--- config.mk ---
export PLATFORM = sky130hd
export DESIGN_NAME = bsf_datapath
export DESIGN_NICKNAME = d
export VERILOG_FILES = /design/src/rtl/bsf_pkg.sv /design/src/rtl/bsf_bit_force.sv /design/src/rtl/bsf_datapath.sv /design/src/rtl/bsf_shift_unit.sv
export SDC_FILE = /design/constraint.sdc
export NUM_CORES = 1
export LEC_CHECK = 0
export ABC_CLOCK_PERIOD_IN_PS = 8700
export BUFFER_PORTS_ARGS = -buffer_cell sky130_fd_sc_hd__buf_2
export CAP_MARGIN = 30
export CELL_PAD_IN_SITES_DETAIL_PLACEMENT = 1
export CELL_PAD_IN_SITES_GLOBAL_PLACEMENT = 2
export CORE_UTILIZATION = 42
export DETAILED_ROUTE_END_ITERATION = 12
export PLACE_DENSITY_LB_ADDON = 0.1
export SLEW_MARGIN = 20
export SYNTH_ARGS = -nofsm -noshare
export SYNTH_HDL_FRONTEND = slang
export SYNTH_HIERARCHICAL = 1
export SYNTH_SLANG_ARGS = --single-unit
--- constraint.sdc ---
create_clock -name aclk -period 8.7 [get_ports aclk]
set_clock_uncertainty 0.2 [all_clocks]
set_input_delay 0 -clock aclk [delete_from_list [all_inputs] [get_ports aclk]]
set_output_delay 0 -clock aclk [all_outputs]
set_load 0.02 [all_outputs]
--- src/rtl/bsf_pkg.sv ---
package bsf_pkg;

  // register byte offsets on the control bus
  localparam logic [7:0] ADDR_CMD   = 8'h00;
  localparam logic [7:0] ADDR_WORK  = 8'h04;
  localparam logic [7:0] ADDR_SRC   = 8'h08;
  localparam logic [7:0] ADDR_FLAGS = 8'h0C;
  localparam logic [7:0] ADDR_IO    = 8'h10;
  localparam logic [7:0] ADDR_SP    = 8'h14;

  // command word fields
  localparam int CMD_OP_LSB   = 0;
  localparam int CMD_BIT_LSB  = 8;
  localparam int CMD_BUSY_BIT = 31;

  // status flag positions
  localparam logic [2:0] FLG_C = 3'h0;
  localparam logic [2:0] FLG_Z = 3'h1;
  localparam logic [2:0] FLG_N = 3'h2;
  localparam logic [2:0] FLG_V = 3'h3;
  localparam logic [2:0] FLG_T = 3'h6;

  // values after reset
  localparam logic [7:0] WORK_RST  = 8'h00;
  localparam logic [7:0] SRC_RST   = 8'h00;
  localparam logic [7:0] FLAGS_RST = 8'h00;
  localparam logic [7:0] IO_RST    = 8'h00;
  localparam logic [3:0] SP_RST    = 4'hF;
  localparam int         STACK_DEPTH = 16;

  // bus responses
  localparam logic [1:0] RESP_OKAY   = 2'h0;
  localparam logic [1:0] RESP_SLVERR = 2'h2;

  typedef enum logic [4:0] {
    OP_PUSH     = 5'b00000,
    OP_POP      = 5'b00001,
    OP_IO_SET   = 5'b00010,
    OP_IO_CLR   = 5'b00011,
    OP_SHL      = 5'b00100,
    OP_SHR      = 5'b00101,
    OP_ROL      = 5'b00110,
    OP_ROR      = 5'b00111,
    OP_ASR      = 5'b01000,
    OP_SWAP     = 5'b01001,
    OP_STAT_SET = 5'b01010,
    OP_STAT_CLR = 5'b01011,
    OP_BIT_TO_T = 5'b01100,
    OP_T_TO_BIT = 5'b01101,
    OP_C_SET    = 5'b01110,
    OP_C_CLR    = 5'b01111,
    OP_N_SET    = 5'b10000,
    OP_N_CLR    = 5'b10001,
    OP_Z_SET    = 5'b10010,
    OP_Z_CLR    = 5'b10011
  } bsf_op_e;

  typedef enum logic [1:0] {
    STK_IDLE   = 2'b00,
    STK_FIRST  = 2'b01,
    STK_SECOND = 2'b10
  } bsf_stk_e;

  typedef struct packed {
    logic [7:0] res;
    logic       c;
    logic       z;
    logic       n;
    logic       v;
  } bsf_shift_s;

endpackage

--- src/rtl/bsf_bit_force.sv ---
`timescale 1ns/1ps
module bsf_bit_force #(
  parameter int W = 8
) (
  input  wire logic [W-1:0]         value,
  input  wire logic [$clog2(W)-1:0] idx,
  input  wire logic                 bit_val,
  output logic      [W-1:0]         result
);

  // force one selected bit, keep the others
  always_comb begin
    result      = value;
    result[idx] = bit_val;
  end

endmodule

--- src/rtl/bsf_datapath.sv ---
// Local design decisions: the AXI4-Lite register port and the register offsets.
`timescale 1ns/1ps
// Summary of operation
// - push stores source on stack, pop loads work register; both two cycles.
// - io set forces selected io bit to 1, io clear to 0.
// - logical shift up moves bits up, zero enters bit 0.
// - logical shift down moves bits down, zero enters bit 7.
// - rotate up through carry: carry into bit 0, bit 7 to carry.
// - rotate down through carry: carry into bit 7, bit 0 to carry.
// - signed shift down moves bits down, bit 7 kept.
// - shifts and rotates update zero, carry, negative and overflow flags.
// - nibble swap exchanges halves, no flag changes.
// - status set or clear forces the indexed flag bit.
// - bit store copies selected source bit into transfer flag only.
// - bit load copies transfer flag into selected work bit only.
// - carry set or clear in one cycle, no other flag.
// - negative set or clear in one cycle, no other flag.
// - zero set or clear in one cycle, no other flag.
module bsf_datapath (
  input  wire logic        aclk,
  input  wire logic        aresetn,
  input  wire logic [7:0]  s_axi_awaddr,
  input  wire logic        s_axi_awvalid,
  output logic             s_axi_awready,
  input  wire logic [31:0] s_axi_wdata,
  input  wire logic [3:0]  s_axi_wstrb,
  input  wire logic        s_axi_wvalid,
  output logic             s_axi_wready,
  output logic [1:0]       s_axi_bresp,
  output logic             s_axi_bvalid,
  input  wire logic        s_axi_bready,
  input  wire logic [7:0]  s_axi_araddr,
  input  wire logic        s_axi_arvalid,
  output logic             s_axi_arready,
  output logic [31:0]      s_axi_rdata,
  output logic [1:0]       s_axi_rresp,
  output logic             s_axi_rvalid,
  input  wire logic        s_axi_rready,
  output logic [7:0]       status_flags_word,
  output logic [7:0]       io_reg_value,
  output logic             busy
);

  logic                aw_held_q;
  logic [7:0]          aw_addr_q;
  logic                w_held_q;
  logic [31:0]         w_data_q;
  logic [3:0]          w_strb_q;
  logic                bvalid_q;
  logic [1:0]          bresp_q;
  logic                rvalid_q;
  logic [1:0]          rresp_q;
  logic [31:0]         rdata_q;
  logic                wr_fire;
  logic                wr_err;
  logic                sw_wr;
  logic                cmd_go;
  bsf_pkg::bsf_op_e    cmd_op;
  logic [2:0]          cmd_bit;
  logic [10:0]         last_cmd_q;
  logic [7:0]          work_q;
  logic [7:0]          src_q;
  logic [7:0]          flags_q;
  logic [7:0]          io_q;
  logic [3:0]          sp_q;
  logic [7:0]          stack_mem [bsf_pkg::STACK_DEPTH];
  bsf_pkg::bsf_stk_e   stk_q;
  logic                stk_push_q;
  logic                stk_done;
  logic [3:0]          sp_next;
  bsf_pkg::bsf_shift_s sh;
  logic                is_shift;
  logic                is_flag_op;
  logic [2:0]          flag_idx;
  logic                flag_val;
  logic [7:0]          io_forced;
  logic [7:0]          work_forced;
  logic [7:0]          flags_forced;
  logic [31:0]         rd_word;
  logic                rd_err;

  // write channel handshakes, address and data taken in any order
  assign s_axi_awready = !aw_held_q && !bvalid_q;
  assign s_axi_wready  = !w_held_q && !bvalid_q;
  assign s_axi_bvalid  = bvalid_q;
  assign s_axi_bresp   = bresp_q;
  assign s_axi_arready = !rvalid_q;
  assign s_axi_rvalid  = rvalid_q;
  assign s_axi_rresp   = rresp_q;
  assign s_axi_rdata   = rdata_q;
  assign wr_fire       = aw_held_q && w_held_q && !bvalid_q;

  // outputs mirror internal state
  assign status_flags_word = flags_q;
  assign io_reg_value      = io_q;
  assign busy              = (stk_q != bsf_pkg::STK_IDLE);

  // command decode, lane 1 carries the bit index
  assign cmd_op  = bsf_pkg::bsf_op_e'(w_data_q[bsf_pkg::CMD_OP_LSB +: 5]);
  assign cmd_bit = w_strb_q[1] ? w_data_q[bsf_pkg::CMD_BIT_LSB +: 3] : 3'h0;
  assign cmd_go  = wr_fire && (aw_addr_q == bsf_pkg::ADDR_CMD)
                   && w_strb_q[0] && !busy;
  assign sw_wr   = wr_fire && w_strb_q[0];

  // address latch
  always_ff @(posedge aclk) begin
    if (!aresetn) begin
      aw_held_q <= 1'b0;
      aw_addr_q <= 8'h00;
    end else if (s_axi_awvalid && s_axi_awready) begin
      aw_held_q <= 1'b1;
      aw_addr_q <= s_axi_awaddr;
    end else if (wr_fire) begin
      aw_held_q <= 1'b0;
    end
  end

  // data latch
  always_ff @(posedge aclk) begin
    if (!aresetn) begin
      w_held_q <= 1'b0;
      w_data_q <= 32'h0000_0000;
      w_strb_q <= 4'h0;
    end else if (s_axi_wvalid && s_axi_wready) begin
      w_held_q <= 1'b1;
      w_data_q <= s_axi_wdata;
      w_strb_q <= s_axi_wstrb;
    end else if (wr_fire) begin
      w_held_q <= 1'b0;
    end
  end

  // write error: unmapped, or command while stack op runs
  always_comb begin
    if (aw_addr_q == bsf_pkg::ADDR_CMD) begin
      wr_err = busy;
    end else if (aw_addr_q == bsf_pkg::ADDR_WORK ||
                 aw_addr_q == bsf_pkg::ADDR_SRC ||
                 aw_addr_q == bsf_pkg::ADDR_FLAGS ||
                 aw_addr_q == bsf_pkg::ADDR_IO ||
                 aw_addr_q == bsf_pkg::ADDR_SP) begin
      wr_err = 1'b0;
    end else begin
      wr_err = 1'b1;
    end
  end

  // write response
  always_ff @(posedge aclk) begin
    if (!aresetn) begin
      bvalid_q <= 1'b0;
      bresp_q  <= bsf_pkg::RESP_OKAY;
    end else if (wr_fire) begin
      bvalid_q <= 1'b1;
      bresp_q  <= wr_err ? bsf_pkg::RESP_SLVERR : bsf_pkg::RESP_OKAY;
    end else if (s_axi_bready) begin
      bvalid_q <= 1'b0;
    end
  end

  // read mux
  always_comb begin
    rd_err  = 1'b0;
    rd_word = 32'h0000_0000;
    if (s_axi_araddr == bsf_pkg::ADDR_CMD) begin
      rd_word[10:0]                 = last_cmd_q;
      rd_word[bsf_pkg::CMD_BUSY_BIT] = busy;
    end else if (s_axi_araddr == bsf_pkg::ADDR_WORK) begin
      rd_word[7:0] = work_q;
    end else if (s_axi_araddr == bsf_pkg::ADDR_SRC) begin
      rd_word[7:0] = src_q;
    end else if (s_axi_araddr == bsf_pkg::ADDR_FLAGS) begin
      rd_word[7:0] = flags_q;
    end else if (s_axi_araddr == bsf_pkg::ADDR_IO) begin
      rd_word[7:0] = io_q;
    end else if (s_axi_araddr == bsf_pkg::ADDR_SP) begin
      rd_word[3:0] = sp_q;
    end else begin
      rd_err = 1'b1;
    end
  end

  // read response
  always_ff @(posedge aclk) begin
    if (!aresetn) begin
      rvalid_q <= 1'b0;
      rresp_q  <= bsf_pkg::RESP_OKAY;
      rdata_q  <= 32'h0000_0000;
    end else if (s_axi_arvalid && s_axi_arready) begin
      rvalid_q <= 1'b1;
      rresp_q  <= rd_err ? bsf_pkg::RESP_SLVERR : bsf_pkg::RESP_OKAY;
      rdata_q  <= rd_word;
    end else if (s_axi_rready) begin
      rvalid_q <= 1'b0;
    end
  end

  // last accepted command, for readback
  always_ff @(posedge aclk) begin
    if (!aresetn) begin
      last_cmd_q <= 11'h000;
    end else if (cmd_go) begin
      last_cmd_q <= {cmd_bit, 3'h0, cmd_op};
    end
  end

  bsf_shift_unit u_shift (
    .op       (cmd_op),
    .value    (work_q),
    .carry_in (flags_q[bsf_pkg::FLG_C]),
    .result   (sh)
  );

  // io bit set or clear
  bsf_bit_force #(.W(8)) u_io_bit (
    .value   (io_q),
    .idx     (cmd_bit),
    .bit_val (cmd_op == bsf_pkg::OP_IO_SET),
    .result  (io_forced)
  );

  // transfer flag into working register bit
  bsf_bit_force #(.W(8)) u_work_bit (
    .value   (work_q),
    .idx     (cmd_bit),
    .bit_val (flags_q[bsf_pkg::FLG_T]),
    .result  (work_forced)
  );

  // every single-flag op goes through one forcing path
  bsf_bit_force #(.W(8)) u_flag_bit (
    .value   (flags_q),
    .idx     (flag_idx),
    .bit_val (flag_val),
    .result  (flags_forced)
  );

  // which flag and which value
  always_comb begin
    is_shift   = 1'b0;
    is_flag_op = 1'b1;
    flag_idx   = cmd_bit;
    flag_val   = 1'b0;
    case (cmd_op)
      bsf_pkg::OP_SHL, bsf_pkg::OP_SHR, bsf_pkg::OP_ROL,
      bsf_pkg::OP_ROR, bsf_pkg::OP_ASR: begin
        is_shift   = 1'b1;
        is_flag_op = 1'b0;
      end
      bsf_pkg::OP_STAT_SET: flag_val = 1'b1;
      bsf_pkg::OP_STAT_CLR: flag_val = 1'b0;
      bsf_pkg::OP_BIT_TO_T: begin
        flag_idx = bsf_pkg::FLG_T;
        flag_val = src_q[cmd_bit];
      end
      bsf_pkg::OP_C_SET: begin
        flag_idx = bsf_pkg::FLG_C;
        flag_val = 1'b1;
      end
      bsf_pkg::OP_C_CLR: flag_idx = bsf_pkg::FLG_C;
      bsf_pkg::OP_N_SET: begin
        flag_idx = bsf_pkg::FLG_N;
        flag_val = 1'b1;
      end
      bsf_pkg::OP_N_CLR: flag_idx = bsf_pkg::FLG_N;
      bsf_pkg::OP_Z_SET: begin
        flag_idx = bsf_pkg::FLG_Z;
        flag_val = 1'b1;
      end
      bsf_pkg::OP_Z_CLR: flag_idx = bsf_pkg::FLG_Z;
      default: is_flag_op = 1'b0;
    endcase
  end

  // stack sequencer: accept, then two busy cycles
  assign stk_done = (stk_q == bsf_pkg::STK_SECOND);
  assign sp_next  = sp_q + 4'h1;
  always_ff @(posedge aclk) begin
    if (!aresetn) begin
      stk_q      <= bsf_pkg::STK_IDLE;
      stk_push_q <= 1'b0;
    end else begin
      case (stk_q)
        bsf_pkg::STK_IDLE: begin
          if (cmd_go && (cmd_op == bsf_pkg::OP_PUSH ||
                         cmd_op == bsf_pkg::OP_POP)) begin
            stk_q      <= bsf_pkg::STK_FIRST;
            stk_push_q <= (cmd_op == bsf_pkg::OP_PUSH);
          end
        end
        bsf_pkg::STK_FIRST: stk_q <= bsf_pkg::STK_SECOND;
        default:            stk_q <= bsf_pkg::STK_IDLE;
      endcase
    end
  end

  // stack storage, written at the end of a push
  always_ff @(posedge aclk) begin
    if (stk_done && stk_push_q) begin
      stack_mem[sp_q] <= src_q;
    end
  end

  // stack pointer, post-decrement push, pre-increment pop
  always_ff @(posedge aclk) begin
    if (!aresetn) begin
      sp_q <= bsf_pkg::SP_RST;
    end else if (stk_done) begin
      sp_q <= stk_push_q ? sp_q - 4'h1 : sp_next;
    end else if (sw_wr && aw_addr_q == bsf_pkg::ADDR_SP && !busy) begin
      sp_q <= w_data_q[3:0];
    end
  end

  // working register
  always_ff @(posedge aclk) begin
    if (!aresetn) begin
      work_q <= bsf_pkg::WORK_RST;
    end else if (stk_done && !stk_push_q) begin
      work_q <= stack_mem[sp_next];
    end else if (cmd_go && (is_shift || cmd_op == bsf_pkg::OP_SWAP)) begin
      work_q <= sh.res;
    end else if (cmd_go && cmd_op == bsf_pkg::OP_T_TO_BIT) begin
      work_q <= work_forced;
    end else if (sw_wr && aw_addr_q == bsf_pkg::ADDR_WORK) begin
      work_q <= w_data_q[7:0];
    end
  end

  // source register
  always_ff @(posedge aclk) begin
    if (!aresetn) begin
      src_q <= bsf_pkg::SRC_RST;
    end else if (sw_wr && aw_addr_q == bsf_pkg::ADDR_SRC) begin
      src_q <= w_data_q[7:0];
    end
  end

  // status flags
  always_ff @(posedge aclk) begin
    if (!aresetn) begin
      flags_q <= bsf_pkg::FLAGS_RST;
    end else if (cmd_go && is_shift) begin
      flags_q[bsf_pkg::FLG_C] <= sh.c;
      flags_q[bsf_pkg::FLG_Z] <= sh.z;
      flags_q[bsf_pkg::FLG_N] <= sh.n;
      flags_q[bsf_pkg::FLG_V] <= sh.v;
    end else if (cmd_go && is_flag_op) begin
      flags_q <= flags_forced;
    end else if (sw_wr && aw_addr_q == bsf_pkg::ADDR_FLAGS) begin
      flags_q <= w_data_q[7:0];
    end
  end

  // io register
  always_ff @(posedge aclk) begin
    if (!aresetn) begin
      io_q <= bsf_pkg::IO_RST;
    end else if (cmd_go && (cmd_op == bsf_pkg::OP_IO_SET ||
                            cmd_op == bsf_pkg::OP_IO_CLR)) begin
      io_q <= io_forced;
    end else if (sw_wr && aw_addr_q == bsf_pkg::ADDR_IO) begin
      io_q <= w_data_q[7:0];
    end
  end
endmodule

--- src/rtl/bsf_shift_unit.sv ---
`timescale 1ns/1ps
module bsf_shift_unit (
  input  wire bsf_pkg::bsf_op_e  op,
  input  wire logic [7:0]        value,
  input  wire logic              carry_in,
  output bsf_pkg::bsf_shift_s    result
);

  // shifted value and bit pushed out
  always_comb begin
    result.res = value;
    result.c   = carry_in;
    case (op)
      bsf_pkg::OP_SHL: begin
        result.res = {value[6:0], 1'b0};
        result.c   = value[7];
      end
      bsf_pkg::OP_SHR: begin
        result.res = {1'b0, value[7:1]};
        result.c   = value[0];
      end
      bsf_pkg::OP_ROL: begin
        result.res = {value[6:0], carry_in};
        result.c   = value[7];
      end
      bsf_pkg::OP_ROR: begin
        result.res = {carry_in, value[7:1]};
        result.c   = value[0];
      end
      bsf_pkg::OP_ASR: begin
        result.res = {value[7], value[7:1]};
        result.c   = value[0];
      end
      bsf_pkg::OP_SWAP: begin
        result.res = {value[3:0], value[7:4]};
      end
      default: begin
        result.res = value;
      end
    endcase
    // flags follow the result
    result.z = (result.res == 8'h00);
    result.n = result.res[7];
    result.v = result.res[7] ^ result.c;
  end

endmodule
==> impl_metrics.env, run 1 <==
export IMPL_synth_xor_area_share=0.00419
export IMPL_grt_ovfl_total=0
export IMPL_path_cells="buf_4 -> or4b_2 -> a21oi_2 -> a221o_1 -> inv_1 -> a2111oi_0 -> o2bb2ai_1 -> or4_1 -> a21oi_1"
export IMPL_clock_latency_ns=0.54
export IMPL_synthArstFlopShare=0
export IMPL_syn_to_final_growth_pct=21.8
export IMPL_powerDensity_nw_per_um2=181
export IMPL_setup_ws_ns=5.33
export IMPL_cap_violations=0
export IMPL_syn_cell_area_um2=10500
export IMPL_p_leak_uw=0.00465
export IMPL_track_usage=0.247
export IMPL_grt_pass1_vias=8275
export IMPL_initial_core_util=0.428
export IMPL_cts_root_buffer="clkbuf_16"
export IMPL_drv_slew=0
export IMPL_fin_crit_ns=3.37
export IMPL_rsz0062_at_grt="no"
export IMPL_ios=117
export IMPL_place_hpwl_mm=20.4
export IMPL_vias_per_cell=5.63
export IMPL_dpl_cell_area_um2=11000
export IMPL_p_sw_frac=0.228
export IMPL_grt_max_degree=68
export IMPL_ys_types=82
export IMPL_yosys_area_share_simple=0.151
export IMPL_synth_edf_count=128
export IMPL_setup_viol=0
export IMPL_antenna_found_initial=0
export IMPL_endpoint_kind="flop"
export IMPL_cts_tree="yes"
export IMPL_fillers=2617
export IMPL_p_int_uw=1780
export IMPL_cpLargestDelayFamily="compound AO/OA/AOI/OAI gates"
export IMPL_first_pass_iters=6
export IMPL_first_iter_violations=454
export IMPL_wl_met1_mm=14.7
export IMPL_yosysWarnings=6
export IMPL_syn_area_per_cell_um2=11.2
export IMPL_worstPathRequired_ns=8.96
export IMPL_maxSlewHeadroom=0.356
export IMPL_antenna_cells=0
export IMPL_synth_flop_cell="edfxtp_1"
export IMPL_die_h_um=160
export IMPL_final_common_cell="edfxtp_1"
export IMPL_yosysSeqAreaShare=0.533
export IMPL_cp_num_buf_inv=2
export IMPL_cts_max_level=1
export IMPL_die_area_um2=25500
export IMPL_synth_compound_area_frac=0.131
export IMPL_slowest_delay_ns=0.75
export IMPL_num_vias=8007
export IMPL_criticalPathCategory="flop to flop"
export IMPL_p_switching_uw=525
export IMPL_clkSlewWorstSetupHoldPaths_ns=0.07
export IMPL_p_clk_frac=0.462
export IMPL_drcViolationCount=0
export IMPL_final_area_um2=12700
export IMPL_cp_data_arrival_time_ns=3.62
export IMPL_power_frac_comb=0.067
export IMPL_clock_sinks=214
export IMPL_synth_adder_area_share=0.00479
export IMPL_fp_row_count=57
export IMPL_max_clock_freq_ghz=0.297
export IMPL_peakVddDrop_uv=147
export IMPL_nets=1144
export IMPL_synth_mux_area_fraction=0.132
export IMPL_totalWireLength_mm=31.3
export IMPL_numCtsBuffers=24
export IMPL_met2RoutedLength_mm=14.7
export IMPL_fp_coreArea_um2=24400
export IMPL_port_buffers=71
export IMPL_clk_path_buf_depth=3
export IMPL_routed_top_layer="met4"
export IMPL_startpoint_type="flop"
export IMPL_synth_top_family_by_area="simple AND/OR/NAND/NOR gates"
export IMPL_crit_path_max_fanout=21
export IMPL_seqCellArea_um2=5570
export IMPL_status="finished, final reports clean"
export IMPL_dr_wl_met3_mm=1.43
export IMPL_final_cell_mix="128 x edfxtp_1, 118 x nand2_1, 85 x dfxtp_1"
export IMPL_tns_ns=0
export IMPL_postSynthCellCount=932
export IMPL_seq_power_share=0.471
export IMPL_grt_pass1_wl_mm=48.6
export IMPL_place_gp_congestion=0.800
export IMPL_cpMaxStageDelayCell="or4b_2"
export IMPL_die_x_um=160
export IMPL_ant_nets=0
export IMPL_wire_per_inst_um=22.0
export IMPL_pre_cts_ws_ns=5.13
export IMPL_hold_viol_final=0
export IMPL_multi_input_area_um2=4510
export IMPL_hold_path_class="primary input to flop"
export IMPL_worst_pin_slew_ns=0.966
export IMPL_layout_drive_gt1_share=0.178
export IMPL_period_share=0.387
export IMPL_ys_ff_latch=214
## cells by family (layout without fill, tap and decap cells)
family | Yosys count | in the layout
AO/OA/AOI/OAI | 210 | 210
XOR/XNOR | 5 | 5
adder cells (fa/ha/maj) | 4 | 4
buffers and inverters | 95 | 241
flip-flops | 214 | 214
multiplexers | 100 | 100
other | 1 | 22
AND/OR/NAND/NOR | 303 | 303
## synthesized netlist by cell type (all sizes together), types with 2 or more instances
cell,n,area share
or2,4,0.0026
nor2,48,0.017
ha,4,0.0048
nor3,19,0.010
mux4,27,0.058
a221oi,5,0.0042
nand3,26,0.013
or4,3,0.0022
a211oi,12,0.0086
xor2,3,0.0025
and4b,2,0.0019
a21o,2,0.0014
o2111ai,2,0.0017
inv,26,0.0093
a32o,6,0.0057
o22ai,14,0.0084
a221o,4,0.0038
mux2,29,0.031
a31oi,6,0.0036
nand4,6,0.0050
nand2,118,0.042
and3b,3,0.0025
nand3b,11,0.0079
a2bb2oi,6,0.0050
o311ai,3,0.0025
o21bai,2,0.0025
a21oi,78,0.038
edfxtp,128,0.37
nand2b,8,0.0048
a22oi,16,0.011
xnor2,2,0.0017
mux2i,44,0.042
and2,10,0.0060
o21ai,29,0.014
buf,34,0.023
o211ai,10,0.0072
and3,4,0.0029
dfxtp,86,0.16
clkbuf,34,0.012
o311a,2,0.0019
nor4,4,0.0050
nor3b,16,0.013
nor2b,9,0.0054
or3,6,0.0036
nor4b,3,0.0031
## flip-flops by register name, indices dropped and copies added, names as in the netlist
| register | cells |
|---|---|
| s_axi_bresp | 1 |
| status_flags_word | 8 |
| s_axi_rresp | 1 |
| w_strb_q | 2 |
| sp_q | 4 |
| aw_held_q | 1 |
| work_q | 8 |
| s_axi_rdata | 12 |
| s_axi_bvalid | 1 |
| io_reg_value | 8 |
| stk_push_q | 1 |
| aw_addr_q | 8 |
| stk_q | 2 |
| w_held_q | 1 |
| w_data_q | 11 |
| last_cmd_q | 8 |
| stack_mem | 128 |
| s_axi_rvalid | 1 |
| src_q | 8 |
## stage by stage
step | total power, uW | util | cells | hold slack, ns
after global routing | 2380 | 0.522 | 1423 | 0.0639
after global placement | 1220 | 0.453 | 1295 | -0.00900
after floorplan | 1190 | - | 953 | -0.101
after detailed placement | 1230 | 0.453 | 1296 | -0.00639
final | 2300 | 0.522 | 1423 | 0.0146
after CTS | 2320 | 0.521 | 1422 | 0.00565
## worst min-delay path, cell delays in order
cell and delay, ns:
buf_2 0.09, nor4_2 0.09, nand3_1 0.26, o211ai_1 0.16, o21ai_1 0.09
## power by group through the flow
stage / clock [uW] / sequential [uW] / combinational (uW)
final: 1060 / 1080 / 155
after global routing: 1120 / 1080 / 169
after CTS: 1080 / 1080 / 152
after detailed placement: 0 / 1100 / 122
after global placement: 0 / 1100 / 121
after floorplan: 0 / 1100 / 89.1
## area by class of cell
class / instances / area share
repair buffers: 170 / 0.103
inverters: 27 / 0.00796
well taps: 324 / 0.0319
flip-flops and latches: 214 / 0.437
multi-input cells: 644 / 0.355
clock inverters: 13 / 0.0151
clock buffers: 31 / 0.0500
## what timing repair did
item	4_1_cts	5_1_grt
endpoints found under the hold margin	46	0
buffers inserted	0	0
hold buffers	82	0
gates resized for setup	0	0
## final timing paths
| check | slack [ns] | start | to | depth (start not counted) |
|---|---|---|---|---|
| setup reg to reg | 5.33 | w_data_q[0]$_SDFFE_PN0P_ | work_q[2]$_SDFFE_PN0P_ | 9 |
| hold reg to reg | 0.25 | last_cmd_q[1]$_SDFFE_PN0P_ | last_cmd_q[1]$_SDFFE_PN0P_ | 2 |
| setup / recovery | 5.33 | w_data_q[0]$_SDFFE_PN0P_ | work_q[2]$_SDFFE_PN0P_ | 9 |
| hold / removal | 0.01 | s_axi_araddr[4] | s_axi_rdata[1]$_SDFFE_PN0P_ | 5 |
## metal layers
layer | track usage | up-vias
li1 | - | 3787
met1 | 0.346 | 3992
met2 | 0.407 | 193
met3 | 0.0327 | 35
met4 | 0.0559 | 0
met5 | 0 | -
(Power assumes the default switching activity.)
==> run 2: changes to the inputs <==
ABC_AREA = 1   (was unset)
ABC_CLOCK_PERIOD_IN_PS = 2860   (was 8700)
CORE_UTILIZATION = 32   (was 42)
clock period = 2.86 ns   (was 8.7 ns; I/O delays follow)
==> impl_metrics.env, run 2 <==
export IMPL_status="finished, final reports clean"
export IMPL_rsz0062_at_grt="no"
export IMPL_first_iter_violations=449
export IMPL_track_usage=0.223
export IMPL_worstReg2RegStart="s_axi_bvalid$_SDFFE_PN0P_"
export IMPL_synthArstFlopShare=0
export IMPL_synth_most_common_cell="nand2_1"
export IMPL_cts_tree="yes"
export IMPL_clk_path_buf_depth=3
export IMPL_first_pass_iters=4
export IMPL_fp_row_count=68
export IMPL_syn_to_final_growth_pct=22.0
export IMPL_port_buffers=71
export IMPL_die_h_um=189
export IMPL_worst_pin_slew_ns=0.803
export IMPL_totalWireLength_mm=39.5
export IMPL_worstHoldStart="s_axi_bready"
export IMPL_maxSlewHeadroom=0.464
export IMPL_p_leak_uw=0.00547
export IMPL_hold_path_class="primary input to flop"
export IMPL_max_clock_freq_ghz=0.379
export IMPL_yosysSeqAreaShare=0.495
export IMPL_place_gp_congestion=0.819
export IMPL_cp_data_arrival_time_ns=2.87
export IMPL_clkSlewWorstSetupHoldPaths_ns=0.06
export IMPL_syn_area_per_cell_um2=8.22
export IMPL_p_switching_uw=1840
export IMPL_p_clk_frac=0.469
export IMPL_p_int_uw=5680
export IMPL_crit_path_max_fanout=16
export IMPL_ant_nets=0
export IMPL_grt_pass1_wl_mm=61.1
export IMPL_cts_max_level=1
export IMPL_syn_cell_area_um2=11200
export IMPL_final_cell_mix="257 x nand2_1, 219 x nor2_1, 133 x o21ai_0"
export IMPL_fillers=4189
export IMPL_tns_ns=0
export IMPL_largest_reg_flops=128
export IMPL_seq_power_share=0.441
export IMPL_synth_edf_count=128
export IMPL_clock_latency_ns=0.55
export IMPL_initial_core_util=0.325
export IMPL_antenna_cells=0
export IMPL_worstPathRequired_ns=3.09
export IMPL_grt_pass1_vias=10200
export IMPL_grt_max_degree=69
export IMPL_final_common_cell="nand2_1"
export IMPL_cp_startpoint="s_axi_bvalid$_SDFFE_PN0P_"
export IMPL_period_share=0.922
export IMPL_p_sw_frac=0.245
export IMPL_setup_viol=0
export IMPL_num_vias=9999
export IMPL_power_frac_comb=0.091
export IMPL_layout_drive_gt1_share=0.162
export IMPL_nets=1586
export IMPL_synth_commonest_cells="258 x nand2_1, 219 x nor2_1, 133 x o21ai_0, 128 x edfxtp_1, 104 x nand3_1"
export IMPL_final_area_um2=13700
export IMPL_numCtsBuffers=27
export IMPL_cap_violations=0
export IMPL_dpl_cell_area_um2=12200
export IMPL_peakVddDrop_uv=433
export IMPL_vias_per_cell=5.00
export IMPL_drv_slew=0
export IMPL_synth_area_leaders="edfxtp_1 34%, dfxtp_1 15%, nand2_1 8.6%"
export IMPL_drcViolationCount=0
export IMPL_postSynthCellCount=1368
export IMPL_die_x_um=189
export IMPL_dp_cells=1886
export IMPL_cts_root_buffer="clkbuf_16"
export IMPL_grt_ovfl_total=0
export IMPL_yosysWarnings=6
export IMPL_regMostFlops="stack_mem"
export IMPL_die_area_um2=35900
export IMPL_postLayoutCoreUtil=0.397
export IMPL_endpoint_kind="flop"
export IMPL_clock_sinks=214
export IMPL_fp_coreArea_um2=34500
export IMPL_power_uw=7520
export IMPL_fin_crit_ns=2.64
export IMPL_powerDensity_nw_per_um2=548
export IMPL_hold_viol_final=0
export IMPL_yosys_area_top_type="edfxtp_1"
export IMPL_wire_per_inst_um=19.7
export IMPL_synth_flop_cell="edfxtp_1"
export IMPL_criticalPathCategory="flop to flop"
export IMPL_ys_ff_latch=214
export IMPL_ys_types=45
export IMPL_stdcell_count=1999
export IMPL_antenna_found_initial=0
export IMPL_ios=117
export IMPL_synth_top_area_share=0.342
export IMPL_place_hpwl_mm=27.4
export IMPL_cts_setup_buffers=0
export IMPL_startpoint_type="flop"
run 2: cell count changes after synthesis, moves of 16 or more:
cell | previous run | this run
inv_2 | 1 | 21
a22oi_1 | 16 | 0
nand4_1 | 5 | 41
buf_2 | 5 | 21
mux2_2 | 24 | 0
nand3_1 | 25 | 104
inv_1 | 25 | 83
mux4_2 | 27 | 0
nand2_1 | 118 | 258
mux2i_1 | 44 | 0
nor2_1 | 48 | 219
o21ai_0 | 17 | 133
run 2: logic make-up after synthesis:
group                      share of synthesized area
and+or+nand+nor                                0.275
AOI/OAI and AO/OA                              0.133
DFF                                            0.495
buffers and inverters                         0.0865
xor gates and xnor gates                     0.00546
adders and majority gates                    0.00445
other                                       0.000334
run 2: final timing paths:
check	end	slack, ns	cells after the start
max	aw_addr_q[5]$_SDFFE_PN0P_	0.22	6
min	s_axi_bvalid$_SDFFE_PN0P_	0.05	5
max reg2reg	aw_addr_q[5]$_SDFFE_PN0P_	0.22	6
min reg2reg	stk_q[1]$_SDFFE_PN0P_	0.25	1
run 2: power groups by stage:
stage                     logic, uW  registers, uW  clock network (uW)
after CTS                       678           3310                3600
final                           682           3310                3520
after global placement          593           3380                   0
after floorplan                 421           3380                   0
after global routing            749           3320                3720
after detailed placement        597           3380                   0
run 2: what timing repair did:
action	4_1_cts	5_1_grt
endpoints found under the setup margin	0	2
hold buffers	63	0
endpoints found under the hold margin	71	0
gates resized for setup	0	2
run 2: through the flow:
stage / hold slack [ns] / setup WS [ns]
finish: 0.0482 / 0.224
global route: 0.0973 / 0.0449
CTS: 0.0359 / 0.231
detailed placement: 0.0579 / 0.306
global placement: 0.0575 / 0.328
floorplan: -0.0401 / 0.458
run 2: worst max-delay path: stages (launching register included):
cell and delay [ns]:
dfxtp_1 0.36, nor2_1 0.24, nand2_2 0.23, o21ai_0 0.28, dlygate4sd3_1 0.61, a21oi_1 0.04
dlygate4sd3_1 0.56
run 2: per-layer routing:
layer	track usage	up-vias	routed length [um]
li1	-	4917	-
met1	0.285	4858	17900
met2	0.396	167	19500
met3	0.0226	57	944
met4	0.0633	0	1080
met5	0	-	0
run 2: layout make-up:
| cell class | count | area (um^2) | area share |
|---|---|---|---|
| multi-input combinational | 980 | 4780 | 0.349 |
| tap | 455 | 569 | 0.0415 |
| sequential | 214 | 5570 | 0.406 |
| clock inverter | 12 | 185 | 0.0135 |
| clock buffer | 38 | 737 | 0.0537 |
| inverter | 105 | 394 | 0.0287 |
| timing repair buffer | 195 | 1480 | 0.108 |
==> run 3: changes to the inputs <==
CORE_MARGIN = 4   (was unset)
==> impl_metrics.env, run 3 (same netlist as run 2, synthesis figures left out) <==
export IMPL_grt_max_degree=69
export IMPL_port_buffers=71
export IMPL_cts_tree="yes"
export IMPL_largest_reg_flops=128
export IMPL_drcViolationCount=0
export IMPL_track_usage=0.200
export IMPL_startpoint_type="flop"
export IMPL_final_area_um2=13600
export IMPL_initial_core_util=0.325
export IMPL_timing_reg2reg_setup_slack_ns=0.22
export IMPL_clkSlewWorstSetupHoldPaths_ns=0.06
export IMPL_worst_pin_slew_ns=0.816
export IMPL_drv_slew=0
export IMPL_die_area_um2=38200
export IMPL_setup_viol=0
export IMPL_grt_pass1_vias=10100
export IMPL_clock_sinks=214
export IMPL_gr_usage_met1=0.270
export IMPL_worstReg2RegStart="s_axi_bvalid$_SDFFE_PN0P_"
export IMPL_crit_path_max_fanout=16
export IMPL_grt_pass1_wl_mm=60.8
export IMPL_criticalPathCategory="flop to flop"
export IMPL_syn_to_final_growth_pct=21.2
export IMPL_cts_setup_buffers=0
export IMPL_fp_row_count=68
export IMPL_hold_viol_final=0
export IMPL_nets=1588
export IMPL_ant_nets=0
export IMPL_clk_path_buf_depth=3
export IMPL_fin_crit_ns=2.64
export IMPL_cts_max_level=1
export IMPL_endpoint_kind="flop"
export IMPL_regMostFlops="stack_mem"
export IMPL_first_pass_iters=5
export IMPL_peakVddDrop_uv=377
export IMPL_vias_per_cell=4.99
export IMPL_cap_violations=0
export IMPL_num_vias=9976
export IMPL_p_leak_uw=0.00543
export IMPL_place_gp_congestion=0.796
export IMPL_fp_coreArea_um2=34600
export IMPL_place_hpwl_mm=27.2
export IMPL_status="finished, final reports clean"
export IMPL_max_clock_freq_ghz=0.379
export IMPL_cp_startpoint="s_axi_bvalid$_SDFFE_PN0P_"
export IMPL_first_iter_violations=443
export IMPL_ff2ff_path_depth=6
export IMPL_cp_data_arrival_time_ns=2.86
export IMPL_period_share=0.923
export IMPL_met2_usage=0.345
export IMPL_maxSlewHeadroom=0.455
export IMPL_die_x_um=195
export IMPL_ios=117
export IMPL_grtUsageMet3=0.0190
export IMPL_worstPathRequired_ns=3.08
export IMPL_grt_ovfl_total=0
export IMPL_cp_endpoint="aw_addr_q[3]$_SDFFE_PN0P_"
export IMPL_wire_per_inst_um=19.4
export IMPL_busiest_layer="met2"
export IMPL_antenna_found_initial=0
export IMPL_rsz0062_at_grt="no"
export IMPL_powerDensity_nw_per_um2=522
export IMPL_tns_ns=0
export IMPL_layout_drive_gt1_share=0.159
export IMPL_worstReg2RegEnd="aw_addr_q[3]$_SDFFE_PN0P_"
export IMPL_cts_root_buffer="clkbuf_16"
export IMPL_power_uw=7110
export IMPL_die_h_um=195
export IMPL_final_cell_mix="258 x nand2_1, 219 x nor2_1, 133 x o21ai_0"
export IMPL_hold_path_class="primary input to flop"
export IMPL_clock_latency_ns=0.54
export IMPL_dpl_cell_area_um2=12200
export IMPL_antenna_cells=0
export IMPL_final_common_cell="nand2_1"
export IMPL_postLayoutCoreUtil=0.393
export IMPL_numCtsBuffers=26
export IMPL_totalWireLength_mm=38.9
run 3: worst max-delay path: stages (launching register included):
cell,delay [ns]
dfxtp_1,0.36
nor2_1,0.20
nand2_1,0.31
o21ai_0,0.27
dlygate4sd3_1,0.58
a21oi_1,0.04
dlygate4sd3_1,0.56
run 3: power by group:
part,switching [uW],internal (uW),total [uW]
registers,44.3,3270,3320
clock network,1310,1820,3120
logic,434,242,676
run 3: per-stage QoR:
step	hold WS (ns)	worst slack, ns	std cells
global placement	0.0524	0.358	1886
finish	0.0621	0.221	1999
floorplan	-0.0401	0.458	1389
global route	0.116	0.00755	1999
detailed placement	0.0658	0.330	1886
CTS	0.0347	0.110	1999
run 3: what timing repair did:
action,in CTS,in global routing
resized for setup,0,1
endpoints found under the hold margin,71,0
endpoints found under the setup margin,0,6
hold buffers,66,0
run 3: how the worst min path moves through the flow:
stage / startpoint / to / depth (start not counted)
final: s_axi_araddr[7] / s_axi_rdata[4]$_SDFFE_PN0P_ / 8
after global routing: s_axi_araddr[7] / s_axi_rdata[4]$_SDFFE_PN0P_ / 8
after CTS: s_axi_araddr[7] / s_axi_rdata[4]$_SDFFE_PN0P_ / 8
after detailed placement: s_axi_wstrb[0] / w_strb_q[0]$_SDFFE_PN0P_ / 3
after global placement: s_axi_wdata[10] / w_data_q[10]$_SDFFE_PN0P_ / 3
after floorplan: s_axi_awvalid / aw_addr_q[4]$_SDFFE_PN0P_ / 2
run 3: routing by layer:
metal  vias up  part of all wire  wire, um
met5         -                 0         0
met4         0             0.029      1140
met3        53             0.021       814
met2       125              0.48     18800
met1      4864              0.47     18100
li1       4934                 -         -
run 3: layout make-up:
class	count	area [um^2]
flip-flops and latches	214	5570
well taps	455	569
inverters	105	394
clock inverters	11	92.6
clock buffers	36	708
repair buffers	198	1510
multi-input cells	980	4780
fillers	4065	21000
